[src/core/radio_regs_consts.vh]
`ifndef RADIO_REGS_CONSTS_VH
`define RADIO_REGS_CONSTS_VH

// ----------------------------------------
// Register byte addresses
// ----------------------------------------
`define ADDR_RF_TEST    32'h400000e0
`define ADDR_TIMING     32'h400000f0
`define ADDR_COARSE     32'h400000f4
`define ADDR_SLOT       32'h400000f8
`define ADDR_SAMPLE     32'h400000fc
`define ADDR_CTRL2      32'h40000200
`define ADDR_IRQ_STAT   32'h40000204
`define ADDR_IRQ_MASK   32'h40000208
`define ADDR_BASE_READ  32'h4000020c

// ----------------------------------------
// Field positions and reset values
// ----------------------------------------
`define RESET_WORD      32'h00000000
`define RFT_RX_BIT      31
`define RFT_TX_BIT      15
`define RFT_LSRC_BIT    14
`define RFT_PTYPE_BIT   13
`define RFT_PSRC_BIT    12
`define RFT_LEN_MSB     8
`define PREF_MSB        7
`define COARSE_MSB      15
`define CNT_MSB         26
`define GROSS_HI        19
`define GROSS_LO        4
`define GROSS_SUB_MSB   3
`define CAPT_BIT        0
`define RSSI_BIT        21
`define WAKE_BIT        20
`define IRQ_COARSE_BIT  0
`define IRQ_SLOT_BIT    1
`define IRQ_WAKE_BIT    2
`define IRQ_MSB         2
`define PRESC_MSB       16

// ----------------------------------------
// Sequence generators
// ----------------------------------------
`define PRBS9_SEED      9'h1ff
`define PRBS9_TAPS      9'h110
`define PRBS15_SEED     15'h7fff
`define PRBS15_TAPS     15'h3803

// ----------------------------------------
// Timing
// ----------------------------------------
`define SLOT_TIME_NS    625000
`define CLK_PERIOD_NS   5
`define NS_PER_US       1000
`define LP_EDGES_ACK    2'h2

`endif

[src/core/radio_test_slot_regs.v]
// Behaviour
// - Endless receive bit keeps window open
// - Endless transmit bit gives never-ending payload
// - Endless non-random payload repeats test-length pattern
// - Length source picks descriptor or test length
// - Random kind picks 9 or 15 stage
// - 9-stage generator 1+x5+x9, seeded ones
// - 15-stage generator given polynomial, seeded ones
// - Payload source picks memory or generator
// - Test length used in test mode, and as repeat length for endless memory transmit in any mode
// - Prefetch instant set in microseconds
// - Coarse interrupt on bits 19:4, low zero
// - Slot interrupt when target equals counter
// - Capture trigger samples counter, self-clears
// - Strength select: peak-hold or averaged
// - Wakeup status mirrored, auto-acknowledged after power-up
`default_nettype none
`include "radio_regs_consts.vh"

module radio_test_slot_regs #(
  parameter SLOT_CYCLES = `SLOT_TIME_NS / `CLK_PERIOD_NS
) (
  // Clock and reset.
  input  wire         i_core_clk,
  input  wire         i_rst,
  // APB slave.
  input  wire         i_psel,
  input  wire         i_penable,
  input  wire         i_pwrite,
  input  wire [31:0]  i_paddr,
  input  wire [31:0]  i_pwdata,
  output reg  [31:0]  o_prdata,
  output reg          o_pready,
  output reg          o_pslverr,
  // Link-layer side.
  input  wire         i_test_mode,
  input  wire [7:0]   i_descriptor_adv_length,
  input  wire         i_payload_start,
  input  wire         i_payload_take,
  input  wire [7:0]   i_mem_byte,
  output reg  [8:0]   o_mem_index,
  output reg  [7:0]   o_payload_byte,
  output reg          o_payload_valid,
  output reg          o_payload_last,
  output reg          o_endless_receive,
  output reg          o_table_fetch,
  output reg          o_signal_strength_select,
  // Low-power domain pins.
  input  wire         i_lowpower_wakeup_interrupt,
  input  wire         i_radio_powered,
  input  wire         i_lp_clk,
  output reg          o_wakeup_ack,
  // Interrupt.
  output reg          o_irq
);

  // ----------------------------------------
  // States
  // ----------------------------------------
  localparam [1:0] ST_IDLE = 2'h0;
  localparam [1:0] ST_LOAD = 2'h1;
  localparam [1:0] ST_HOLD = 2'h2;
  localparam integer CYC_PER_US = `NS_PER_US / `CLK_PERIOD_NS;

  // ----------------------------------------
  // Registers
  // ----------------------------------------
  reg                  endless_rx_r;
  reg                  endless_tx_r;
  reg                  payload_length_source_r;
  reg                  pseudo_random_kind_r;
  reg                  payload_source_select_r;
  reg  [`RFT_LEN_MSB:0] test_payload_length_r;
  reg  [`PREF_MSB:0]   table_prefetch_time_r;
  reg  [`COARSE_MSB:0] coarse_target_value_r;
  reg  [`CNT_MSB:0]    slot_target_value_r;
  reg                  capture_r;
  reg  [`CNT_MSB:0]    base_sample_r;
  reg                  rssi_sel_r;
  reg  [`IRQ_MSB:0]    irq_stat_r;
  reg  [`IRQ_MSB:0]    irq_mask_r;
  reg  [31:0]          rdata_nxt;
  reg                  unmapped_nxt;
  reg                  wake_s1, wake_s2, wake_d;
  reg                  pwr_s1, pwr_s2;
  reg                  lp_s1, lp_s2, lp_d;
  reg  [1:0]           lp_edges_r;

  wire [`CNT_MSB:0]    base_slot_counter;
  wire [`PRESC_MSB:0]  cycles_left;
  wire                 slot_tick;

  // ----------------------------------------
  // APB access
  // ----------------------------------------
  wire setup_rd = i_psel && !i_penable;
  wire wr_en    = i_psel && i_penable && o_pready && i_pwrite && !o_pslverr;

  always @* begin
    rdata_nxt    = `RESET_WORD;
    unmapped_nxt = 1'b0;
    case (i_paddr)
      `ADDR_RF_TEST: begin
        rdata_nxt[`RFT_RX_BIT]        = endless_rx_r;
        rdata_nxt[`RFT_TX_BIT]        = endless_tx_r;
        rdata_nxt[`RFT_LSRC_BIT]      = payload_length_source_r;
        rdata_nxt[`RFT_PTYPE_BIT]     = pseudo_random_kind_r;
        rdata_nxt[`RFT_PSRC_BIT]      = payload_source_select_r;
        rdata_nxt[`RFT_LEN_MSB:0]     = test_payload_length_r;
      end
      `ADDR_TIMING:    rdata_nxt[`PREF_MSB:0]   = table_prefetch_time_r;
      `ADDR_COARSE:    rdata_nxt[`COARSE_MSB:0] = coarse_target_value_r;
      `ADDR_SLOT:      rdata_nxt[`CNT_MSB:0]    = slot_target_value_r;
      `ADDR_SAMPLE:    rdata_nxt[`CAPT_BIT]     = capture_r;
      `ADDR_CTRL2: begin
        rdata_nxt[`RSSI_BIT] = rssi_sel_r;
        rdata_nxt[`WAKE_BIT] = wake_s2;
      end
      `ADDR_IRQ_STAT:  rdata_nxt[`IRQ_MSB:0] = irq_stat_r;
      `ADDR_IRQ_MASK:  rdata_nxt[`IRQ_MSB:0] = irq_mask_r;
      `ADDR_BASE_READ: rdata_nxt[`CNT_MSB:0] = base_sample_r;
      default:         unmapped_nxt = 1'b1;
    endcase
  end

  // Reads are captured in the setup cycle, so every answer takes one wait-free access phase.
  always @(posedge i_core_clk) begin
    if (i_rst) begin
      o_pready  <= 1'b0;
      o_prdata  <= `RESET_WORD;
      o_pslverr <= 1'b0;
    end else begin
      o_pready <= setup_rd;
      if (setup_rd) begin
        o_prdata  <= i_pwrite ? `RESET_WORD : rdata_nxt;
        o_pslverr <= unmapped_nxt;
      end
    end
  end

  // ----------------------------------------
  // Software writes
  // ----------------------------------------
  always @(posedge i_core_clk) begin
    if (i_rst) begin
      endless_rx_r            <= 1'b0;
      endless_tx_r            <= 1'b0;
      payload_length_source_r <= 1'b0;
      pseudo_random_kind_r    <= 1'b0;
      payload_source_select_r <= 1'b0;
      test_payload_length_r   <= {(`RFT_LEN_MSB+1){1'b0}};
      table_prefetch_time_r   <= {(`PREF_MSB+1){1'b0}};
      coarse_target_value_r   <= {(`COARSE_MSB+1){1'b0}};
      slot_target_value_r     <= {(`CNT_MSB+1){1'b0}};
      rssi_sel_r              <= 1'b0;
      irq_mask_r              <= {(`IRQ_MSB+1){1'b0}};
    end else if (wr_en) begin
      case (i_paddr)
        `ADDR_RF_TEST: begin
          endless_rx_r            <= i_pwdata[`RFT_RX_BIT];
          endless_tx_r            <= i_pwdata[`RFT_TX_BIT];
          payload_length_source_r <= i_pwdata[`RFT_LSRC_BIT];
          pseudo_random_kind_r    <= i_pwdata[`RFT_PTYPE_BIT];
          payload_source_select_r <= i_pwdata[`RFT_PSRC_BIT];
          test_payload_length_r   <= i_pwdata[`RFT_LEN_MSB:0];
        end
        `ADDR_TIMING:    table_prefetch_time_r <= i_pwdata[`PREF_MSB:0];
        `ADDR_COARSE:    coarse_target_value_r <= i_pwdata[`COARSE_MSB:0];
        `ADDR_SLOT:      slot_target_value_r   <= i_pwdata[`CNT_MSB:0];
        `ADDR_CTRL2:     rssi_sel_r            <= i_pwdata[`RSSI_BIT];
        `ADDR_IRQ_MASK:  irq_mask_r            <= i_pwdata[`IRQ_MSB:0];
        default: begin
        end
      endcase
    end
  end

  // ----------------------------------------
  // Base counter, targets and capture
  // ----------------------------------------
  slot_tick_counter #(
    .SLOT_CYCLES (SLOT_CYCLES)
  ) u_slot_counter (
    .i_core_clk    (i_core_clk),
    .i_rst         (i_rst),
    .o_count       (base_slot_counter),
    .o_cycles_left (cycles_left),
    .o_tick        (slot_tick)
  );

  // Targets are checked only on the cycle after the counter moves, so a match fires once.
  wire slot_hit   = slot_tick && (slot_target_value_r == base_slot_counter);
  wire coarse_hit = slot_tick
                 && (coarse_target_value_r == base_slot_counter[`GROSS_HI:`GROSS_LO])
                 && (base_slot_counter[`GROSS_SUB_MSB:0] == 4'h0);

  wire capture_wr = wr_en && (i_paddr == `ADDR_SAMPLE) && i_pwdata[`CAPT_BIT];

  always @(posedge i_core_clk) begin
    if (i_rst) begin
      capture_r     <= 1'b0;
      base_sample_r <= {(`CNT_MSB+1){1'b0}};
    end else if (capture_r) begin
      base_sample_r <= base_slot_counter;
      capture_r     <= 1'b0;
    end else begin
      capture_r <= capture_wr;
    end
  end

  // Prefetch fires the given number of microseconds before each slot boundary.
  wire [`PRESC_MSB:0] pref_cycles = {9'h000, table_prefetch_time_r} * CYC_PER_US[`PRESC_MSB:0];

  always @(posedge i_core_clk) begin
    if (i_rst) begin
      o_table_fetch <= 1'b0;
    end else begin
      o_table_fetch <= (cycles_left == pref_cycles);
    end
  end

  // ----------------------------------------
  // Low-power wakeup handling
  // ----------------------------------------
  wire lp_rise = lp_s2 && !lp_d;

  // The ack waits for two rising low-power clock edges after power-up, i.e. at least one full period.
  always @(posedge i_core_clk) begin
    if (i_rst) begin
      {wake_s1, wake_s2, wake_d} <= 3'h0;
      {pwr_s1, pwr_s2}           <= 2'h0;
      {lp_s1, lp_s2, lp_d}       <= 3'h0;
      lp_edges_r                 <= 2'h0;
      o_wakeup_ack               <= 1'b0;
    end else begin
      wake_s1 <= i_lowpower_wakeup_interrupt;
      wake_s2 <= wake_s1;
      wake_d  <= wake_s2;
      pwr_s1  <= i_radio_powered;
      pwr_s2  <= pwr_s1;
      lp_s1   <= i_lp_clk;
      lp_s2   <= lp_s1;
      lp_d    <= lp_s2;
      if (!wake_s2 || !pwr_s2) begin
        lp_edges_r   <= 2'h0;
        o_wakeup_ack <= 1'b0;
      end else if (lp_edges_r == `LP_EDGES_ACK) begin
        o_wakeup_ack <= 1'b1;
      end else if (lp_rise) begin
        lp_edges_r <= lp_edges_r + 1'b1;
      end
    end
  end

  // ----------------------------------------
  // Interrupt status and mask
  // ----------------------------------------
  wire [`IRQ_MSB:0] irq_set = {wake_s2 && !wake_d, slot_hit, coarse_hit};
  wire [`IRQ_MSB:0] irq_clr = (wr_en && (i_paddr == `ADDR_IRQ_STAT)) ?
                              i_pwdata[`IRQ_MSB:0] : {(`IRQ_MSB+1){1'b0}};

  // A new event in the clearing cycle wins so that it is never lost.
  always @(posedge i_core_clk) begin
    if (i_rst) begin
      irq_stat_r <= {(`IRQ_MSB+1){1'b0}};
      o_irq      <= 1'b0;
    end else begin
      irq_stat_r <= (irq_stat_r & ~irq_clr) | irq_set;
      o_irq      <= |(((irq_stat_r & ~irq_clr) | irq_set) & irq_mask_r);
    end
  end

  // ----------------------------------------
  // Mode outputs
  // ----------------------------------------
  always @(posedge i_core_clk) begin
    if (i_rst) begin
      o_endless_receive        <= 1'b0;
      o_signal_strength_select <= 1'b0;
    end else begin
      o_endless_receive        <= endless_rx_r;
      o_signal_strength_select <= rssi_sel_r;
    end
  end

  // ----------------------------------------
  // Payload sequencer
  // ----------------------------------------
  wire [7:0] prbs9_byte;
  wire [7:0] prbs15_byte;
  reg  [1:0] pay_state_r;
  reg  [8:0] pay_count_r;
  wire       seed_gen = (pay_state_r == ST_IDLE) && i_payload_start;
  wire       step_gen = (pay_state_r == ST_LOAD);

  pn_sequence_gen #(
    .W    (9),
    .TAPS (`PRBS9_TAPS),
    .SEED (`PRBS9_SEED)
  ) u_prbs9 (
    .i_core_clk (i_core_clk),
    .i_rst      (i_rst),
    .i_seed     (seed_gen),
    .i_step     (step_gen),
    .o_byte     (prbs9_byte)
  );

  pn_sequence_gen #(
    .W    (15),
    .TAPS (`PRBS15_TAPS),
    .SEED (`PRBS15_SEED)
  ) u_prbs15 (
    .i_core_clk (i_core_clk),
    .i_rst      (i_rst),
    .i_seed     (seed_gen),
    .i_step     (step_gen),
    .o_byte     (prbs15_byte)
  );

  // Test length as length and payload source apply only in test mode, else the descriptor rules; endless memory transmit repeats at test length in any mode.
  wire       use_test_len = i_test_mode && payload_length_source_r;
  wire [8:0] pay_len      = use_test_len ? test_payload_length_r
                                         : {1'b0, i_descriptor_adv_length};
  wire       use_prbs     = i_test_mode && payload_source_select_r;
  wire [7:0] prbs_byte    = pseudo_random_kind_r ? prbs15_byte : prbs9_byte;
  wire [8:0] next_count   = pay_count_r + 1'b1;
  wire       repeat_mode  = endless_tx_r && !use_prbs;

  always @(posedge i_core_clk) begin
    if (i_rst) begin
      pay_state_r     <= ST_IDLE;
      pay_count_r     <= 9'h000;
      o_mem_index     <= 9'h000;
      o_payload_byte  <= 8'h00;
      o_payload_valid <= 1'b0;
      o_payload_last  <= 1'b0;
    end else begin
      case (pay_state_r)
        ST_IDLE: begin
          if (i_payload_start && (endless_tx_r || (pay_len != 9'h000))) begin
            pay_count_r <= 9'h000;
            o_mem_index <= 9'h000;
            pay_state_r <= ST_LOAD;
          end
        end
        ST_LOAD: begin
          o_payload_byte  <= use_prbs ? prbs_byte : i_mem_byte;
          o_payload_valid <= 1'b1;
          o_payload_last  <= !endless_tx_r && (next_count >= pay_len);
          pay_count_r     <= next_count;
          if (repeat_mode && (next_count >= test_payload_length_r)) begin
            pay_count_r <= 9'h000;
            o_mem_index <= 9'h000;
          end else begin
            o_mem_index <= next_count;
          end
          pay_state_r <= ST_HOLD;
        end
        ST_HOLD: begin
          if (i_payload_take) begin
            o_payload_valid <= 1'b0;
            o_payload_last  <= 1'b0;
            pay_state_r     <= o_payload_last ? ST_IDLE : ST_LOAD;
          end
        end
        default: begin
          pay_state_r <= ST_IDLE;
        end
      endcase
    end
  end

endmodule // radio_test_slot_regs

`default_nettype wire

[src/core/pn_sequence_gen.v]
`default_nettype none

module pn_sequence_gen #(
  parameter W    = 9,
  parameter TAPS = 9'h110,
  parameter SEED = 9'h1ff
) (
  // Clock and reset.
  input  wire         i_core_clk,
  input  wire         i_rst,
  // Control.
  input  wire         i_seed,
  input  wire         i_step,
  // Head byte, oldest bit in bit 0.
  output wire [7:0]   o_byte
);

  reg  [W-1:0] state_r;
  reg  [W-1:0] state_nxt;
  reg  [7:0]   byte_nxt;
  integer      k;

  // Eight shifts per byte are unrolled here so a byte costs one cycle.
  always @* begin
    state_nxt = state_r;
    byte_nxt  = 8'h00;
    for (k = 0; k < 8; k = k + 1) begin
      byte_nxt[k] = state_nxt[W-1];
      state_nxt   = {state_nxt[W-2:0], ^(state_nxt & TAPS)};
    end
  end

  always @(posedge i_core_clk) begin
    if (i_rst || i_seed) begin
      state_r <= SEED;
    end else if (i_step) begin
      state_r <= state_nxt;
    end
  end

  assign o_byte = byte_nxt;

endmodule // pn_sequence_gen

`default_nettype wire

[src/core/slot_tick_counter.v]
`default_nettype none
`include "radio_regs_consts.vh"

module slot_tick_counter #(
  parameter SLOT_CYCLES = `SLOT_TIME_NS / `CLK_PERIOD_NS
) (
  // Clock and reset.
  input  wire                     i_core_clk,
  input  wire                     i_rst,
  // Counter state.
  output reg  [`CNT_MSB:0]        o_count,
  output reg  [`PRESC_MSB:0]      o_cycles_left,
  output reg                      o_tick
);

  localparam integer RELOAD = SLOT_CYCLES - 1;

  always @(posedge i_core_clk) begin
    if (i_rst) begin
      o_count       <= {(`CNT_MSB+1){1'b0}};
      o_cycles_left <= {(`PRESC_MSB+1){1'b0}};
      o_tick        <= 1'b0;
    end else if (o_cycles_left == {(`PRESC_MSB+1){1'b0}}) begin
      o_count       <= o_count + 1'b1;
      o_cycles_left <= RELOAD[`PRESC_MSB:0];
      o_tick        <= 1'b1;
    end else begin
      o_cycles_left <= o_cycles_left - 1'b1;
      o_tick        <= 1'b0;
    end
  end

endmodule // slot_tick_counter

`default_nettype wire

[config.mk]
export PLATFORM = sky130hd
export DESIGN_NAME = radio_test_slot_regs
export DESIGN_NICKNAME = d
export VERILOG_FILES = /design/src/core/radio_test_slot_regs.v /design/src/core/pn_sequence_gen.v /design/src/core/slot_tick_counter.v
export VERILOG_INCLUDE_DIRS = /design/src /design/src/core
export SDC_FILE = /design/constraint.sdc
export NUM_CORES = 1
export LEC_CHECK = 0
export ABC_AREA = 1
export BUFFER_PORTS_ARGS = -buffer_cell sky130_fd_sc_hd__buf_2
export CAP_MARGIN = 20
export CORE_MARGIN = 2
export CORE_UTILIZATION = 43
export DETAILED_ROUTE_END_ITERATION = 12
export PLACE_DENSITY = 0.73
export SLEW_MARGIN = 20
export SYNTH_ARGS = -nofsm -noshare
export SYNTH_HDL_FRONTEND = slang
export SYNTH_SLANG_ARGS = --single-unit
[constraint.sdc]
create_clock -name i_core_clk -period 3.9 [get_ports i_core_clk]
set_input_delay 0.78 -clock i_core_clk [delete_from_list [all_inputs] [get_ports i_core_clk]]
set_output_delay 0.78 -clock i_core_clk [all_outputs]
set_load 0.01 [all_outputs]
==> key figures <==
Run status
  • Outcome: complete, no violations

Synth
  • Ys Warns: 0
  • Ys flop type: dfxtp_1
  • Netlist cell types: between 50 and 60
  • Cells after synthesis: 1,837
  • Top-area cell type share of the netlist area: 36.33%
  • Seq/Total Area, Yosys: a little over a third
  • Synthesized flop and latch total: 235
  • Number of flops mapped to enable cells by yosys: 0
  • Most common cell in the netlist: nand2_1
  • Asr flop ratio synth: 0%
  • Yosys top cell by area: dfxtp_1
  • Post-Syn Area: 12,950 µm²
  • Area contributors post-synth: dfxtp_1 (36%), nand2_1 (9.7%), a21oi_1 (7.6%), inv_1 (5.4%), nand3_1 (5.3%)
  • Top post-synthesis cells by count: nand2_1 (333), dfxtp_1 (235), a21oi_1 (196)
  • Syn Area/Cell: around 7.0 µm²

STA
  • Final setup violation count: 0
  • Final clock skew: 0.01224 ns
  • Worst slew margin: 51.93%
  • Fin Hold WS: 0.4024 ns
  • Post-route setup TNS: 0 ns
  • Least-Margin Pin Slew: roughly 0.7 ns
  • Tmin final: 3.093 ns
  • F_max: between 0.3 and 0.4 GHz
  • RSZ-0062 raised after global routing: false
  • Final Hold Viols: 0
  • Final Max Slew Viols: 0
  • Fin crit share: 79.31%

Power and ir drop
  • Static Leak: 6.482 nW
  • Total power: around 6.1 mW
  • Pwr/cell area: 414.8 nW/µm²
  • Maximum vdd ir drop: 0.0003823 V

Global routing
  • Initial antenna violation count: 2
  • Gr ovfl total: 0
  • Number of global-route vias before repair: 11,926
  • Total track usage: 23.86%
  • Largest net degree at the start of global routing: between 50 and 60
  • First-pass GRT wire length: roughly 60,000 µm

Worst setup path
  • Data arrival time of the worst path: between 3 and 4 ns
  • FF-to-FF Start: table_prefetch_time_r[2]$_SDFFE_PP0P_
  • Critical path, cell by cell: ha_1 > ha_1 > fa_1 > ha_1 > nand2_1 > inv_1 > o21ai_0 > nand3_1 > nand2_1 > a21oi_1 > o21ai_0 > nand2_1 > nor3_1
  • Crit. End Element: register
  • Kind of critical path: reg2reg
  • Crit path launch type: register
  • Buf/Inv on CP: 1
  • Crit path max-delay family: adder cells
  • Required time worst endpoint: 4.36 ns
  • Crit-path max FO: 8
  • Crit path max-delay cell type: dfxtp_1
  • R2r worst-path depth: 13
  • Reg-to-Reg End: o_table_fetch$_SDFF_PP0_
  • Max stage delay on crit path: 0.48 ns
  • Reg-to-reg setup timing slack: ~0.81 ns

Detailed routing
  • Antenna viol nets, final: 0
  • DRT iter0 DRCs: 849
  • DRT Wirelength: about 38,000 µm
  • 1st-pass router iterations: 5
  • Vias: around 13,000
  • DRC errors left: 0
  • Wire per inst: 16.03 µm
  • Via-to-Cell Ratio: 5.332

Cells and area
  • Filler instances: 2,944
  • Layout cell share with drive strength beyond 1: 13.40%
  • Post-layout instance area: 14,750 µm²
  • Total Nets Final: 2,090
  • Area delta synth->final: 13.87%

Clock tree
  • H-tree Lvls: 1
  • Clock slew at reported path FFs: 0.06 ns
  • CTS resizes: 0
  • Clk sink count: 235
  • CTS Buffer Depth: 3
  • Clock latency on the worst-skew pair: roughly 0.53 ns
  • Num CTS Buffers: 25
  • Buffer count from post-CTS setup fixing: 0
  • CTS Root Cell: clkbuf_16
  • CTS Hold Buffers Added: 0
  • TritonCTS clock tree: yes

Place
  • Post-DP Area: 13,910 µm²
  • Hpwl dp: 28,740 µm
  • Number of buffers added on ports: 140
  • Final GP Congestion: 0.9636

Worst hold path
  • Hold EP: pwr_s2$_SDFF_PP0_
  • Hold depth: 2
  • Hold WC Path Type: reg2reg
  • Min-delay src: pwr_s1$_SDFF_PP0_

Floorplan
  • Core Area: 29,640 µm²
  • IO Pins: 149
  • Site Rows: 63
  • Chip width: 177.5 µm
  • Chip height: 177.5 µm
  • Die Area: 31,520 µm²
  • Initial Util: 43.69%

Run
  • MaxCap Viol Count: 0
cell usage in the layout, fill, tap and decap left out, types with 36 or more instances in the layout:
cell type and count:
a21oi_1 196, buf_2 139, dfxtp_1 235, ha_1 52
inv_1 184, nand2_1 333, nand3_1 136, nor2_1 170
nor3_1 45, o21ai_0 92, o21ai_1 69, xor2_1 36
flip-flops by register name, indices dropped and copies added, names as in the netlist, 2 cells and up:
signal and count:
o_prdata 28, base_sample_r 27, slot_target_value_r 27, u_slot_counter.o_count 27, u_slot_counter.o_cycles_left 17, coarse_target_value_r 16
u_prbs15.state_r 15, pay_count_r 9, test_payload_length_r 9, u_prbs9.state_r 9, o_payload_byte 8, table_prefetch_time_r 8
irq_mask_r 3, irq_stat_r 3, lp_edges_r 2, pay_state_r 2
report_power, final:
group	internal [mW]	total, mW	switching [mW]	leakage (nW)
sequential	2.52	2.65	0.126	1.90
clock	1.42	2.43	1.01	0.411
combinational	0.382	1.04	0.656	4.17
total	4.33	6.12	1.79	6.48
routing by layer:
metal | vias up | track usage [%] | wire [µm]
met3 | 95 | 4.027 | 2290
met1 | 5762 | 29.92 | 16060
met4 | 2 | 9.870 | 1693
li1 | 6309 | - | -
met5 | - | 0 | 11
met2 | 379 | 40.47 | 17670
tightest hold or removal path, cell delays in order (launching register included):
cell and delay [ns]:
dfxtp_1 0.30, inv_1 0.04, nor2_1 0.03
area by class of cell:
class                           instances  area [µm²]  area share [%]
Multi-Input combinational cell       1323        7126           48.32
Clock buffer                           34       719.4           4.879
Antenna cell                            1       2.502         0.01697
Timing Repair Buffer                  158       838.3           5.685
Tap cell                              390       488.0           3.309
Inverter                              201       754.5           5.116
Sequential cell                       235        4705           31.90
Clock inverter                         11       113.9          0.7721
stage by stage:
| step | worst slack [ns] | std cells | util (%) |
|---|---|---|---|
| after global placement | 0.8910 | 2307 | 46.94 |
| after CTS | 0.7787 | 2352 | 49.75 |
| final | 0.8067 | 2353 | 49.76 |
| after detailed placement | 0.7992 | 2307 | 46.94 |
| after floorplan | 1.112 | 1840 | - |
| after global routing | 0.4077 | 2352 | 49.75 |
worst max path at each step:
stage,start,end,cells after the start
5_1_grt,pay_count_r[0]$_SDFFE_PP0P_,pay_count_r[6]$_SDFFE_PP0P_,16
2_1_floorplan,table_prefetch_time_r[2]$_SDFFE_PP0P_,o_table_fetch$_SDFF_PP0_,14
3_5_place_dp,pay_count_r[0]$_SDFFE_PP0P_,pay_count_r[6]$_SDFFE_PP0P_,16
3_3_place_gp,pay_count_r[0]$_SDFFE_PP0P_,pay_count_r[8]$_SDFFE_PP0P_,16
6_report,table_prefetch_time_r[2]$_SDFFE_PP0P_,o_table_fetch$_SDFF_PP0_,13
4_1_cts,pay_count_r[0]$_SDFFE_PP0P_,pay_count_r[6]$_SDFFE_PP0P_,16
kinds of logic after synthesis:
kind of cell	count (synthesis)	synth area share, %
and+or+nand+nor	788	27.33
xor gates and xnor gates	68	5.140
buffers and inverters	282	8.754
adders and majority gates	55	5.488
DFF	235	36.33
other	1	0.02896
AOI/OAI and AO/OA	408	16.93
(Power assumes the default switching activity.)
